--- src/hw/supply_prot_pkg.sv ---
// constants for the supply protection and status register bank
//Contract
//- bit0 enables current diagnostic; bit0 only drives o_current_diag_enable, not o_output_enable
//- overload latch bit3 clears level select
//- bit3 clear: output recovers, selection kept
//- overheat latch bit6 clears level select
//- bit6 clear: output recovers, selection kept
//- bit7 selects high or low ESR compensation
//- status registers read only, writes ignored
//- status bit0 shows overload active
//- status bit2 shows output voltage low
//- status bit4 shows deglitched pulldown overcurrent
//- status bit6 overheat with 150/135 hysteresis
//- status bit7 shows input supply low
//- registers cleared to zero at reset
//- level select in bits 0-3 at 0x2
//- read/write register reads last written byte masked to its defined bits
//- reads continue to next register while acked
package supply_prot_pkg;
	localparam logic [7:0] addr_status_one    = 8'h00;
	localparam logic [7:0] addr_status_two    = 8'h01;
	localparam logic [7:0] addr_level_select  = 8'h02;
	localparam logic [7:0] addr_prot_config   = 8'h05;
	localparam logic [7:0] reset_byte         = 8'h00;
	localparam logic [7:0] level_select_mask  = 8'h0f;
	localparam logic [7:0] prot_config_mask   = 8'hc9;
	localparam int         bit_diag_enable    = 0;
	localparam int         bit_overload_latch = 3;
	localparam int         bit_overheat_latch = 6;
	localparam int         bit_high_esr       = 7;
	localparam int         bit_overload       = 0;
	localparam int         bit_vout_low       = 2;
	localparam int         bit_pulldown_oc    = 4;
	localparam int         bit_overheat       = 6;
	localparam int         bit_supply_low     = 7;
	localparam int         clk_mhz            = 125;
	localparam int         deglitch_ns        = 10000;
	localparam int         deglitch_cycles    = deglitch_ns * clk_mhz / 1000;
	localparam int         deglitch_width     = 11;
	localparam logic [deglitch_width-1:0] deglitch_last =
		deglitch_width'(deglitch_cycles - 1);
endpackage : supply_prot_pkg

--- src/hw/supply_protection_status_regs.sv ---
// protection configuration and diagnostic status register bank
`timescale 1ns/10ps
module supply_protection_status_regs (
	input  wire logic       i_sys_clk,
	input  wire logic       i_reset,
	input  wire logic [7:0] i_reg_addr,
	input  wire logic       i_wr_strobe,
	input  wire logic [7:0] i_wr_data,
	input  wire logic       i_rd_start,
	input  wire logic       i_rd_next,
	output logic      [7:0] o_rd_data,
	input  wire logic       i_overload_raw,
	input  wire logic       i_vout_low_raw,
	input  wire logic       i_pulldown_oc_raw,
	input  wire logic       i_temp_above_150,
	input  wire logic       i_temp_below_135,
	input  wire logic       i_supply_low_raw,
	output logic      [3:0] o_output_level_select,
	output logic            o_output_enable,
	output logic            o_current_diag_enable,
	output logic            o_high_esr_comp
);
	import supply_prot_pkg::*;

	typedef struct packed {
		logic [5:0]                sync_a;
		logic [5:0]                sync_b;
		logic [deglitch_width-1:0] pd_count;
		logic                      pulldown_oc_flag;
		logic                      overheat_flag;
		logic [7:0]                level_select;
		logic [7:0]                prot_config;
		logic [7:0]                rd_ptr;
		logic [7:0]                rd_data;
	} state_t;

	state_t state;
	state_t next_state;
	logic   overload_flag;
	logic   output_voltage_low_flag;
	logic   input_supply_low_flag;
	logic   pd_raw;
	logic   hot_above;
	logic   cool_below;
	logic [7:0] status_one;
	logic [7:0] rd_addr;

	function automatic logic [7:0] read_byte(input logic [7:0] a,
		input logic [7:0] st, input logic [7:0] lv, input logic [7:0] pc);
		logic [7:0] r;
		r = 8'h00;
		case (a)
			addr_status_one:   r = st;
			addr_level_select: r = lv & level_select_mask;
			addr_prot_config:  r = pc & prot_config_mask;
			default:           r = 8'h00;
		endcase
		return r;
	endfunction : read_byte

	always_comb begin
		overload_flag           = state.sync_b[0];
		output_voltage_low_flag = state.sync_b[1];
		pd_raw                  = state.sync_b[2];
		hot_above               = state.sync_b[3];
		cool_below              = state.sync_b[4];
		input_supply_low_flag   = state.sync_b[5];
		status_one = 8'h00;
		status_one[bit_overload]    = overload_flag;
		status_one[bit_vout_low]    = output_voltage_low_flag;
		status_one[bit_pulldown_oc] = state.pulldown_oc_flag;
		status_one[bit_overheat]    = state.overheat_flag;
		status_one[bit_supply_low]  = input_supply_low_flag;
		rd_addr = i_rd_start ? i_reg_addr : 8'(state.rd_ptr + 8'h01);
	end

	always_comb begin
		next_state = state;
		next_state.sync_a = {i_supply_low_raw, i_temp_below_135,
			i_temp_above_150, i_pulldown_oc_raw, i_vout_low_raw,
			i_overload_raw};
		next_state.sync_b = state.sync_a;
		// pulldown overcurrent deglitch
		if (!pd_raw) begin
			next_state.pd_count         = '0;
			next_state.pulldown_oc_flag = 1'b0;
		end else if (state.pd_count == deglitch_last) begin
			next_state.pulldown_oc_flag = 1'b1;
		end else begin
			next_state.pd_count = state.pd_count + 1'b1;
		end
		// thermal hysteresis
		if (hot_above)
			next_state.overheat_flag = 1'b1;
		else if (cool_below)
			next_state.overheat_flag = 1'b0;
		// writes; status addresses are not writable
		if (i_wr_strobe) begin
			if (i_reg_addr == addr_level_select)
				next_state.level_select = i_wr_data & level_select_mask;
			else if (i_reg_addr == addr_prot_config)
				next_state.prot_config = i_wr_data & prot_config_mask;
		end
		// latched protection clears the selection while the fault stands
		if (overload_flag && state.prot_config[bit_overload_latch])
			next_state.level_select = 8'h00;
		if (state.overheat_flag && state.prot_config[bit_overheat_latch])
			next_state.level_select = 8'h00;
		// read pointer with auto increment
		if (i_rd_start || i_rd_next) begin
			next_state.rd_ptr  = rd_addr;
			next_state.rd_data = read_byte(rd_addr, status_one,
				state.level_select, state.prot_config);
		end
	end

	always_ff @(posedge i_sys_clk) begin
		if (i_reset) begin
			state              <= '0;
			state.level_select <= reset_byte;
			state.prot_config  <= reset_byte;
		end else begin
			state <= next_state;
		end
	end

	assign o_rd_data             = state.rd_data;
	assign o_output_level_select = state.level_select[3:0];
	// non-latched mode: output returns with kept selection
	assign o_output_enable = (state.level_select[3:0] != 4'h0)
		&& !overload_flag && !state.overheat_flag;
	assign o_current_diag_enable = state.prot_config[bit_diag_enable];
	assign o_high_esr_comp       = state.prot_config[bit_high_esr];
endmodule : supply_protection_status_regs

--- config.mk ---
export PLATFORM = sky130hd
export DESIGN_NAME = supply_protection_status_regs
export DESIGN_NICKNAME = d
export VERILOG_FILES = /design/src/hw/supply_prot_pkg.sv /design/src/hw/supply_protection_status_regs.sv
export SDC_FILE = /design/constraint.sdc
export NUM_CORES = 1
export LEC_CHECK = 0
export ABC_AREA = 1
export BUFFER_PORTS_ARGS = -buffer_cell sky130_fd_sc_hd__clkbuf_2
export CORE_MARGIN = 2
export CORE_UTILIZATION = 34
export DETAILED_ROUTE_END_ITERATION = 16
export PLACE_DENSITY = 0.58
export SLEW_MARGIN = 10
export SYNTH_ARGS = -nofsm -noshare
export SYNTH_HDL_FRONTEND = slang
export SYNTH_SLANG_ARGS = --single-unit
--- constraint.sdc ---
create_clock -name i_sys_clk -period 2.6 [get_ports i_sys_clk]
set_clock_uncertainty 0.2 [all_clocks]
set_input_delay 0.52 -clock i_sys_clk [delete_from_list [all_inputs] [get_ports i_sys_clk]]
set_output_delay 0.52 -clock i_sys_clk [all_outputs]
set_load 0.05 [all_outputs]
# Word-level counts from Yosys, hierarchy flattened
# Index checks and enable logic that the tools add are counted.
# totals
inputBits	27
regBits	49
output_inout_bits	15
# classes
n_reduce_logical	14
n_eq_ne	5
n_bitwise	2
add_sub_neg	2
mux	4
# ops
operator	n
case mux 8 bit (3 select lines)	1
equality test 8 x 2 -> 1 bit, second input constant	2
equality test 8 x 3 -> 1 bit, second input constant	2
adder 11 x 1 -> 11 bit, second input constant	1
equality test 11 bit, second input constant	1
adder 8 x 1 -> 8 bit, second input constant	1
zero test 8 bit	1
two-way mux 8 bit	1
logical AND 1 bit	4
nonzero test 4 bit	1
AND reduction 3 bit	1
OR reduction 3 bit	1
zero test 1 bit	2
two-way mux 1 bit	2
inverter 1 bit	2
AND reduction 2 bit	1
nonzero test 2 bit	1
OR reduction 2 bit	1
logical OR 1 bit	1

# Longest topological paths before layout
# Gate-level depths: netlist (run 1).
# depth
word_depth	4
mapped_depth	13
depth_no_buf	13

# Worst setup path before layout (run 1)
# Ideal clock, no wire load.
# synth_timing
path_kind	flip-flop to output port
start	register state, in the netlist o_output_level_select[2]
end	output port o_output_enable
n_path_buf	0
t_arrival_ns	1.466
path_stages_with_launch	3
setup_slack_ns	0.414
t_required_ns	1.880
path_cell_list	dfxtp_1 > nor4_1 > nor3_1
# synth_via
elab_chain_cells	3
# synth_rtl
item	line_no	rtl
from (decl)	supply_protection_status_regs.sv:37	state_t state;
from (signal assigned)	supply_protection_status_regs.sv:123	state <= next_state;
nonzero test 4 bit	supply_protection_status_regs.sv:130	assign o_output_enable = (state.level_select[3:0] != 4'h0)
logical AND 1 bit (2 in a row)	supply_protection_status_regs.sv:131	&& !overload_flag && !state.overheat_flag;
to (decl)	supply_protection_status_regs.sv:19	output logic o_output_enable,
# No other way between the ends.

# Final worst setup path (run 1)
# layout_timing
start	register state[8] (netlist bit)
end	register state, in the netlist o_rd_data[3]
# layout_via
elab_chain_cells	4
elab_cells_between_ends	6
# layout_rtl
item	line_no	rtl
adder 8 x 1 -> 8 bit (*)	supply_protection_status_regs.sv:74	rd_addr = i_rd_start ? i_reg_addr : 8'(state.rd_ptr + 8'h01);
two-way mux 8 bit (*)	supply_protection_status_regs.sv:74	
equality test 8 x 3 -> 1 bit (tied with other cells)	supply_protection_status_regs.sv:52	case (a)
case mux 8 bit (3 select lines) (*)	supply_protection_status_regs.sv:52	
# Mark *: on every way between the ends. The rest lies on a longest branch, timed or not.
# A chain may end at the register's enable or synchronous reset.

==> impl_metrics.py, run 1 <==
metrics = {
    "outcome": {
        "outcome": "complete, no violations",
    },
    "global_routing": {
        "grt_pass1_wl_um": 8170,
        "grt_start_max_net_pins": 27,
        "grt_overflow": 0,
        "track_usage_pct": 13.7,
        "antenna_found_initial": 0,
        "first_global_vias": 1750,
    },
    "drt": {
        "drtPass1Iterations": 4,
        "viasPerCell": 4.70,
        "drc": 0,
        "num_vias": 2024,
        "drtAntennaViolNets": 0,
        "finalWirelength_um": 4960,
        "drtIter0Drc": 77,
        "routedWlPerCell_um": 11.5,
    },
    "clock_tree": {
        "tritoncts": "built",
        "cts.clk_slew.worst_paths_ns": 0.09,
        "cts.sinks": 48,
        "post-cts-setup-buffers": 0,
        "cts_max_path_buffers": 2,
        "root_buffer": "clkbuf_8",
        "cts_resized": 0,
        "htree_num_levels": 2,
        "ctsHoldBuffers": 0,
        "clk_latency_ns": 0.30,
        "numCtsBuffers": 5,
    },
    "floorplanning": {
        "dieHeight_um": 86.7,
        "initial_core_util_pct": 34.6,
        "die_area_um2": 7520,
        "ios": 42,
        "coreArea_um2": 6720,
        "dieWidth_um": 86.7,
        "num_rows": 30,
    },
    "placement": {
        "dp_cells": 425,
        "post-dp-hpwl_um": 3770,
        "portBuffers": 38,
        "placed_area_um2": 2500,
        "place.gp.congestion": 0.795,
    },
    "sta": {
        "fin_hold_ws_ns": 0.203,
        "min_period_ns": 2.10,
        "rsz0062_at_grt": "false",
        "tightest_slew_ns": 0.507,
        "setup_tns_ns": 0,
        "finalHoldViolCount": 0,
        "slew_violations": 0,
        "timing.final.crit_share_pct": 80.9,
        "max_freq_mhz": 476,
        "slew_headroom_pct": 66.2,
        "setup_viol": 0,
    },
    "logic_synthesis": {
        "synthCells": 323,
        "ys_async_sr_fraction_pct": 0,
        "ys_ff_latch": 48,
        "netlist_area_um2": 2330,
        "yosysWarningCount": 0,
        "syn_nets": 353,
        "synth-edff-count": 0,
        "syn_avg_cell_area_um2": 7.20,
        "synth.distinct_cells": 34,
        "synth_flop_cell": "dfxtp_1",
        "ys_seq_area_share_pct": 41.3,
    },
    "setup_path": {
        "crit_buf_inv": 0,
        "critPathSlowestCell": "dfxtp_1",
        "path_cells": "ha_1 -> nand2_1 -> nor2_2 -> nand2_1 -> nand3_1 -> nand2_1 -> nor2_4 -> and2_4 -> nand3_1 -> nand2_1 -> nand2_1 -> a21oi_2",
        "start_kind": "flop",
        "cp_common_cell": "nand2_1",
        "critical_path_class": "flop to flop",
        "critical_path.top_delay_family": "simple AND/OR/NAND/NOR gates",
        "cp_max_fo": 8,
        "critPathCaptureType": "flop",
        "cp_slowest_stage_delay_ns": 0.41,
        "cp.arrival_ns": 2.14,
        "cp.required_ns": 2.64,
    },
    "run": {
        "maxCapViolations": 0,
    },
    "power_and_ir_drop": {
        "power_w": 0.00142,
        "ir_drop_v": 0.000349,
        "pwr_density_cell_nw_per_um2": 548,
        "leakage_nw": 1.15,
    },
    "final_layout": {
        "drive_gt1_share_pct": 20.2,
        "n_fill_cell": 732,
        "final_area_um2": 2600,
        "syn2layout_area_growth_pct": 11.8,
        "nets": 382,
        "finalNonFillerCells": 431,
        "diodes": 0,
    },
    "worst_hold_path": {
        "hold_class": "input port to flop",
    },
}
per-stage QoR:
step	setup slack, ns	utilization [%]
5_1_grt	0.368	38.7
4_1_cts	0.521	38.7
2_1_floorplan	0.414	-
3_5_place_dp	0.424	37.2
3_3_place_gp	0.441	37.2
6_report	0.497	38.7
cells in the mapped netlist (3+ instances only):
cell type / count / share of area [%]
nand4_1: 12 / 3.2
nand3_2: 4 / 1.7
nand3_1: 16 / 3.4
dfxtp_1: 48 / 41
nor3_1: 6 / 1.3
clkbuf_1: 3 / 0.48
nor4_1: 3 / 0.81
a21oi_1: 19 / 4.1
o21ai_0: 21 / 4.5
ha_1: 3 / 1.6
inv_1: 44 / 7.1
a21oi_2: 4 / 1.5
nor2_1: 45 / 7.3
nand2_2: 3 / 0.81
buf_4: 13 / 4.2
nor2_2: 4 / 1.1
nand2_1: 54 / 8.7
report_power, final:
| group | switching, W | leakage (nW) | internal (W) |
|---|---|---|---|
| Combinational | 0.0000928 | 0.709 | 0.0000506 |
| Clock | 0.000234 | 0.0501 | 0.000276 |
| Sequential | 0.0000151 | 0.391 | 0.000755 |
| Total | 0.000342 | 1.15 | 0.00108 |
cells in the final DEF (no fill, tap or decap), drive strengths merged:
cell,Yosys,final
bufinv,0,1
o211ai,1,1
nor4,4,4
a211oi,1,1
nor3,6,6
nand3,20,20
ha,3,3
nand4,12,12
o21bai,1,1
dfxtp,48,48
xor2,1,1
nand2,57,57
clkbuf,4,43
nor2,51,51
a221oi,1,1
conb,1,1
or2,2,2
buf,15,3
inv,47,47
a21oi,23,23
o21ai,23,23
and2,2,2
registers in the layout (all words and copies together), names as in the netlist:
name and count:
next_state 6, input_supply_low_flag 1, state 23, pd_raw 1
overload_flag 1, o_output_level_select 4, output_voltage_low_flag 1, cool_below 1
o_high_esr_comp 1, o_current_diag_enable 1, hot_above 1, o_rd_data 7
tightest hold or removal path, delay by kind of cell:
kind,cells,cell delay [ns]
buffers and inverters,2,0.12
and+or+nand+nor,1,0.03
per-layer routing:
metal | track usage [%] | wire (um) | vias up
li1 | - | - | 1077
met1 | 18.0 | 2410 | 900
met2 | 22.5 | 2320 | 40
met3 | 2.95 | 173 | 7
met4 | 4.12 | 55 | 0
met5 | 0 | 0 | -
worst paths after layout:
kind / slack (ns) / cells past startpoint / startpoint / to
hold / removal: 0.20 / 3 / i_vout_low_raw / next_state[46]$_SDFF_PP0_
setup / recovery: 0.50 / 12 / state[8]$_SDFFE_PP0P_ / o_rd_data[3]$_SDFFE_PP0P_
setup reg to reg: 0.50 / 12 / state[8]$_SDFFE_PP0P_ / o_rd_data[3]$_SDFFE_PP0P_
hold reg to reg: 0.20 / 2 / next_state[50]$_SDFF_PP0_ / input_supply_low_flag$_SDFF_PP0_
cell type report:
type | count | area [um^2] | area share, %
Sequential cell | 48 | 961 | 37.0
Tap cell | 80 | 100 | 3.85
Multi-Input combinational cell | 209 | 1050 | 40.3
Clock inverter | 1 | 30.0 | 1.15
Timing Repair Buffer | 41 | 213 | 8.18
Inverter | 47 | 179 | 6.88
Clock buffer | 5 | 68.8 | 2.65
cells by family (layout without fill, tap and decap cells):
group                      after synthesis  after routing  share of synthesized area (%)
and+or+nand+nor                        154            154                           31.0
buffers and inverters                   66             94                           13.6
AOI/OAI and AO/OA                       50             50                           11.9
DFF                                     48             48                           41.3
adders and majority gates                3              3                           1.61
other                                    1              1                          0.161
xor gates and xnor gates                 1              1                          0.377
No activity file was read; power rests on OpenSTA's default activity.
==> inputs of run 2 (changes only) <==
Settings changed: PLACE_DENSITY 0.58 to 0.6.
Clock period 2.6 ns to 1.75 ns, I/O delays scaled along.
==> impl_metrics.py, run 2 (synthesized netlist as in run 1, its figures left out) <==
metrics = {
    "sta": {
        "min_period_ns": 1.85,
        "slew_violations": 0,
        "setup_viol": 8,
        "setup_tns_ns": -0.610,
        "slew_headroom_pct": 65.2,
        "timing.final.crit_share_pct": 106,
        "tightest_slew_ns": 0.521,
        "rsz0062_at_grt": "true",
        "max_freq_mhz": 541,
        "finalHoldViolCount": 0,
        "worst_slack_ns": -0.0988,
    },
    "setup_path": {
        "critPathCaptureType": "flop",
        "cp_max_fo": 6,
        "cp_slowest_stage_delay_ns": 0.38,
        "cp_common_cell": "nand2_2",
        "start_kind": "flop",
        "reg2reg_slack_ns": -0.1,
        "cp.arrival_ns": 1.88,
        "crit_buf_inv": 0,
        "critical_path.top_delay_family": "simple AND/OR/NAND/NOR gates",
        "critical_path_class": "flop to flop",
        "path_cells": "ha_4 -> nand2_2 -> nor2_2 -> nand3_1 -> nand3_2 -> nand2_2 -> nor2_4 -> and2_4 -> nand3_2 -> nand2_2 -> nand2_1 -> a21oi_2",
        "critPathSlowestCell": "dfxtp_4",
        "cp.required_ns": 1.78,
    },
    "floorplanning": {
        "dieHeight_um": 86.7,
        "die_area_um2": 7520,
        "dieWidth_um": 86.7,
        "initial_core_util_pct": 34.6,
        "ios": 42,
        "coreArea_um2": 6720,
        "num_rows": 30,
    },
    "drt": {
        "finalWirelength_um": 5100,
        "viasPerCell": 4.74,
        "drtIter0Drc": 60,
        "routedWlPerCell_um": 11.3,
        "drtPass1Iterations": 5,
        "drc": 0,
        "num_vias": 2138,
        "drtAntennaViolNets": 0,
    },
    "final_layout": {
        "diodes": 0,
        "nets": 400,
        "largest_reg_flops": 23,
        "drive_gt1_share_pct": 31.5,
        "top_register": "state",
        "layout.cells.most_common_list": "nand2_1 (51), inv_1 (44), nor2_1 (42), dfxtp_1 (40), clkbuf_2 (37)",
        "final_common_cell": "nand2_1",
        "syn2layout_area_growth_pct": 23.5,
    },
    "clock_tree": {
        "ctsHoldBuffers": 0,
        "tritoncts": "built",
        "root_buffer": "clkbuf_8",
        "htree_num_levels": 2,
        "clk_latency_ns": 0.29,
        "numCtsBuffers": 5,
        "cts_max_path_buffers": 2,
        "cts.sinks": 48,
        "cts.clk_slew.worst_paths_ns": 0.09,
    },
    "global_routing": {
        "grt_pass1_wl_um": 8290,
        "grt_overflow": 0,
        "track_usage_pct": 13.9,
        "antenna_found_initial": 0,
        "grt_start_max_net_pins": 19,
        "first_global_vias": 1903,
    },
    "power_and_ir_drop": {
        "comb_power_share_pct": 12.2,
        "leakage_nw": 1.26,
        "p_sw_w": 0.000545,
        "ir_drop_v": 0.000449,
        "p_clk_share_pct": 35.7,
        "pwr-share-seq_pct": 52.0,
        "p_sw_share_pct": 24.7,
        "pwr_density_cell_nw_per_um2": 768,
        "internal_power_w": 0.00166,
    },
    "run": {
        "maxCapViolations": 0,
    },
    "placement": {
        "place.gp.congestion": 0.846,
        "portBuffers": 38,
        "dp_slack_ns": -0.113,
        "post-dp-hpwl_um": 3940,
    },
    "worst_hold_path": {
        "hold_class": "input port to flop",
    },
    "outcome": {
        "outcome": "finished with violations",
        "violations": "negative setup slack",
    },
}
-- run 2: tightest hold or removal path: cells and delay by family --
| kind | cells | cell delay [ns] |
|---|---|---|
| and+or+nand+nor | 1 | 0.03 |
| buffers and inverters | 2 | 0.12 |
-- run 2: metrics by stage --
step	hold WS [ns]	area, um^2	util (%)	power (W)	cells
5_1_grt	0.0308	2870	42.7	0.00231	451
6_report	0.0343	2870	42.7	0.00221	451
4_1_cts	0.0237	2810	41.9	0.00223	450
3_5_place_dp	0.193	2650	39.5	0.00142	442
3_3_place_gp	0.192	2650	39.5	0.00141	442
2_1_floorplan	0.188	2350	-	0.00133	323
-- run 2: final cells by class --
cell class | count | area (um^2)
clock buffers | 5 | 68.8
clock inverters | 3 | 42.5
fillers | 689 | 3850
inverters | 47 | 179
multi-input cells | 209 | 1140
flip-flops and latches | 48 | 973
well taps | 80 | 100
repair buffers | 59 | 364
-- run 2: repair_timing --
action,in CTS,in global routing
hold endpoints to repair,0,0
buffers inserted,0,1
pin swaps,3,9
gates resized for setup,12,17
endpoints found under the setup margin,8,13
-- run 2: path summary, 6_finish.rpt --
path / depth (start not counted) / end / start
setup reg to reg: 12 / o_rd_data[6]$_SDFFE_PP0P_ / state[9]$_SDFFE_PP0P_
hold / removal: 3 / next_state[48]$_SDFF_PP0_ / i_temp_above_150
hold reg to reg: 2 / hot_above$_SDFF_PP0_ / next_state[48]$_SDFF_PP0_
setup / recovery: 12 / o_rd_data[6]$_SDFFE_PP0P_ / state[9]$_SDFFE_PP0P_
-- run 2: layer usage --
| layer | vias to the layer above | global-route usage [%] | wire length [um] |
|---|---|---|---|
| met3 | 11 | 2.86 | 161 |
| met4 | 0 | 3.55 | 95 |
| met2 | 41 | 24.5 | 2480 |
| met1 | 967 | 17.2 | 2360 |
| li1 | 1119 | - | - |
| met5 | - | 0 | 0 |
-- run 2: power by group through the flow --
stage               clock network (W)  registers (W)  logic [W]
floorplan                           0        0.00117   0.000163
global placement                    0        0.00117   0.000242
detailed placement                  0        0.00117   0.000246
CTS                          0.000820        0.00115   0.000260
global route                 0.000849        0.00115   0.000305
finish                       0.000788        0.00115   0.000269
==> inputs of run 3 (changes only) <==
Settings changed: HOLD_SLACK_MARGIN from default to 0.05, PLACE_DENSITY 0.6 to 0.58.
Clock period 1.75 ns to 2.3 ns, I/O delays scaled along.
==> impl_metrics.py, run 3 (synthesized netlist as in run 1, its figures left out) <==
metrics = {
    "outcome": {
        "outcome": "complete, no violations",
    },
    "sta": {
        "max_freq_mhz": 477,
        "setup_tns_ns": 0,
        "rsz0062_at_grt": "false",
        "finalHoldViolCount": 0,
        "slew_violations": 0,
        "timing.final.crit_share_pct": 91.2,
        "min_period_ns": 2.10,
        "slew_headroom_pct": 66.5,
        "worst_slack_ns": 0.202,
        "tightest_slew_ns": 0.503,
        "setup_viol": 0,
    },
    "clock_tree": {
        "clk_latency_ns": 0.30,
        "root_buffer": "clkbuf_8",
        "cts_max_path_buffers": 2,
        "numCtsBuffers": 5,
        "post-cts-setup-buffers": 0,
        "cts.sinks": 48,
        "cts.clk_slew.worst_paths_ns": 0.08,
        "ctsHoldBuffers": 0,
        "htree_num_levels": 2,
        "tritoncts": "built",
        "cts_resized": 0,
    },
    "setup_path": {
        "cp_slowest_stage_delay_ns": 0.42,
        "critical_path_class": "flop to flop",
        "r2r_cells": 12,
        "start_kind": "flop",
        "reg2reg_slack_ns": 0.20,
        "cp_common_cell": "nand2_1",
        "cp.required_ns": 2.34,
        "critPathCaptureType": "flop",
        "r2r-end": "o_rd_data[7]$_SDFFE_PP0P_",
        "critPathSlowestCell": "dfxtp_1",
        "path_cells": "ha_1 -> nand2_1 -> nor2_2 -> nand2_1 -> nand3_1 -> nand2_1 -> nor2_4 -> and2_4 -> nand3_1 -> nand2_1 -> nand2_1 -> a21oi_2",
        "rr_startpoint": "state[8]$_SDFFE_PP0P_",
        "cp_max_fo": 8,
        "cp.arrival_ns": 2.14,
    },
    "global_routing": {
        "first_global_vias": 1750,
        "grt_overflow": 0,
        "antenna_found_initial": 0,
        "grt_pass1_wl_um": 8000,
        "grt_start_max_net_pins": 27,
        "track_usage_pct": 13.5,
    },
    "final_layout": {
        "nets": 382,
        "diodes": 0,
        "drive_gt1_share_pct": 20.1,
        "largest_reg_flops": 23,
        "final_common_cell": "nand2_1",
        "layout.cells.most_common_list": "nand2_1 (54), dfxtp_1 (48), nor2_1 (45), inv_1 (44), clkbuf_2 (38)",
        "top_register": "state",
        "syn2layout_area_growth_pct": 11.4,
    },
    "floorplanning": {
        "initial_core_util_pct": 34.6,
        "coreArea_um2": 6720,
        "num_rows": 30,
        "ios": 42,
        "dieWidth_um": 86.7,
        "dieHeight_um": 86.7,
        "die_area_um2": 7520,
    },
    "drt": {
        "drtIter0Drc": 90,
        "routedWlPerCell_um": 11.1,
        "drc": 0,
        "viasPerCell": 4.72,
        "finalWirelength_um": 4830,
        "drtAntennaViolNets": 0,
        "drtPass1Iterations": 4,
        "num_vias": 2044,
    },
    "placement": {
        "post-dp-hpwl_um": 3740,
        "place.gp.congestion": 0.778,
        "portBuffers": 38,
        "dp_slack_ns": 0.154,
    },
    "worst_hold_path": {
        "hold_class": "input port to flop",
        "hold_depth": 3,
        "holdPathEnd": "next_state[47]$_SDFF_PP0_",
        "hold_start": "i_pulldown_oc_raw",
    },
    "power_and_ir_drop": {
        "leakage_nw": 1.15,
        "ir_drop_v": 0.000354,
        "pwr_density_cell_nw_per_um2": 595,
    },
    "run": {
        "maxCapViolations": 0,
    },
}
run 3: worst max-delay path, delay by kind of cell, from the launching register on:
kind / cells / cell delay [ns]
AO/OA/AOI/OAI: 1 / 0.12
adder cells (fa/ha/maj): 1 / 0.23
flip-flops: 1 / 0.42
AND/OR/NAND/NOR: 10 / 1.06
run 3: how the worst max path moves through the flow:
stage,slack [ns],cells past startpoint,start,to
3_5_place_dp,0.15,9,i_rd_start,o_rd_data[0]$_SDFFE_PP0P_
3_3_place_gp,0.21,9,i_rd_start,o_rd_data[0]$_SDFFE_PP0P_
4_1_cts,0.23,12,state[8]$_SDFFE_PP0P_,o_rd_data[7]$_SDFFE_PP0P_
6_report,0.20,12,state[8]$_SDFFE_PP0P_,o_rd_data[7]$_SDFFE_PP0P_
2_1_floorplan,0.17,2,o_output_level_select[2]$_SDFFE_PP0P_,o_output_enable
5_1_grt,0.03,12,state[8]$_SDFFE_PP0P_,o_rd_data[6]$_SDFFE_PP0P_
run 3: power by group:
| part | total, W | internal, W | switching [W] |
|---|---|---|---|
| registers | 0.000870 | 0.000854 | 0.0000167 |
| clock network | 0.000510 | 0.000245 | 0.000265 |
| logic | 0.000161 | 0.0000571 | 0.000104 |
| total | 0.00154 | 0.00116 | 0.000385 |
run 3: layout make-up:
type / instances / area (um^2)
fillers: 731 / 4130
multi-input cells: 209 / 1050
flip-flops and latches: 48 / 961
repair buffers: 41 / 213
inverters: 47 / 179
well taps: 80 / 100
clock buffers: 8 / 90.1
run 3: layer usage:
layer	track usage [%]	vias to the layer above	wire length (um)
li1	-	1078	-
met1	17.5	916	2260
met2	21.7	43	2250
met3	3.52	7	232
met4	5.11	0	84
met5	0	-	0
run 3: per-stage QoR:
| stage | utilization (%) | cell area (um^2) | hold slack (ns) | cells | power [W] |
|---|---|---|---|---|---|
| final | 38.6 | 2590 | 0.143 | 433 | 0.00154 |
| after CTS | 38.6 | 2590 | 0.137 | 433 | 0.00156 |
| after detailed placement | 37.2 | 2500 | 0.193 | 425 | 0.00105 |
| after floorplan | - | 2330 | 0.188 | 323 | 0.00101 |
| after global placement | 37.2 | 2500 | 0.192 | 425 | 0.00105 |
| after global routing | 38.6 | 2590 | 0.150 | 433 | 0.00162 |
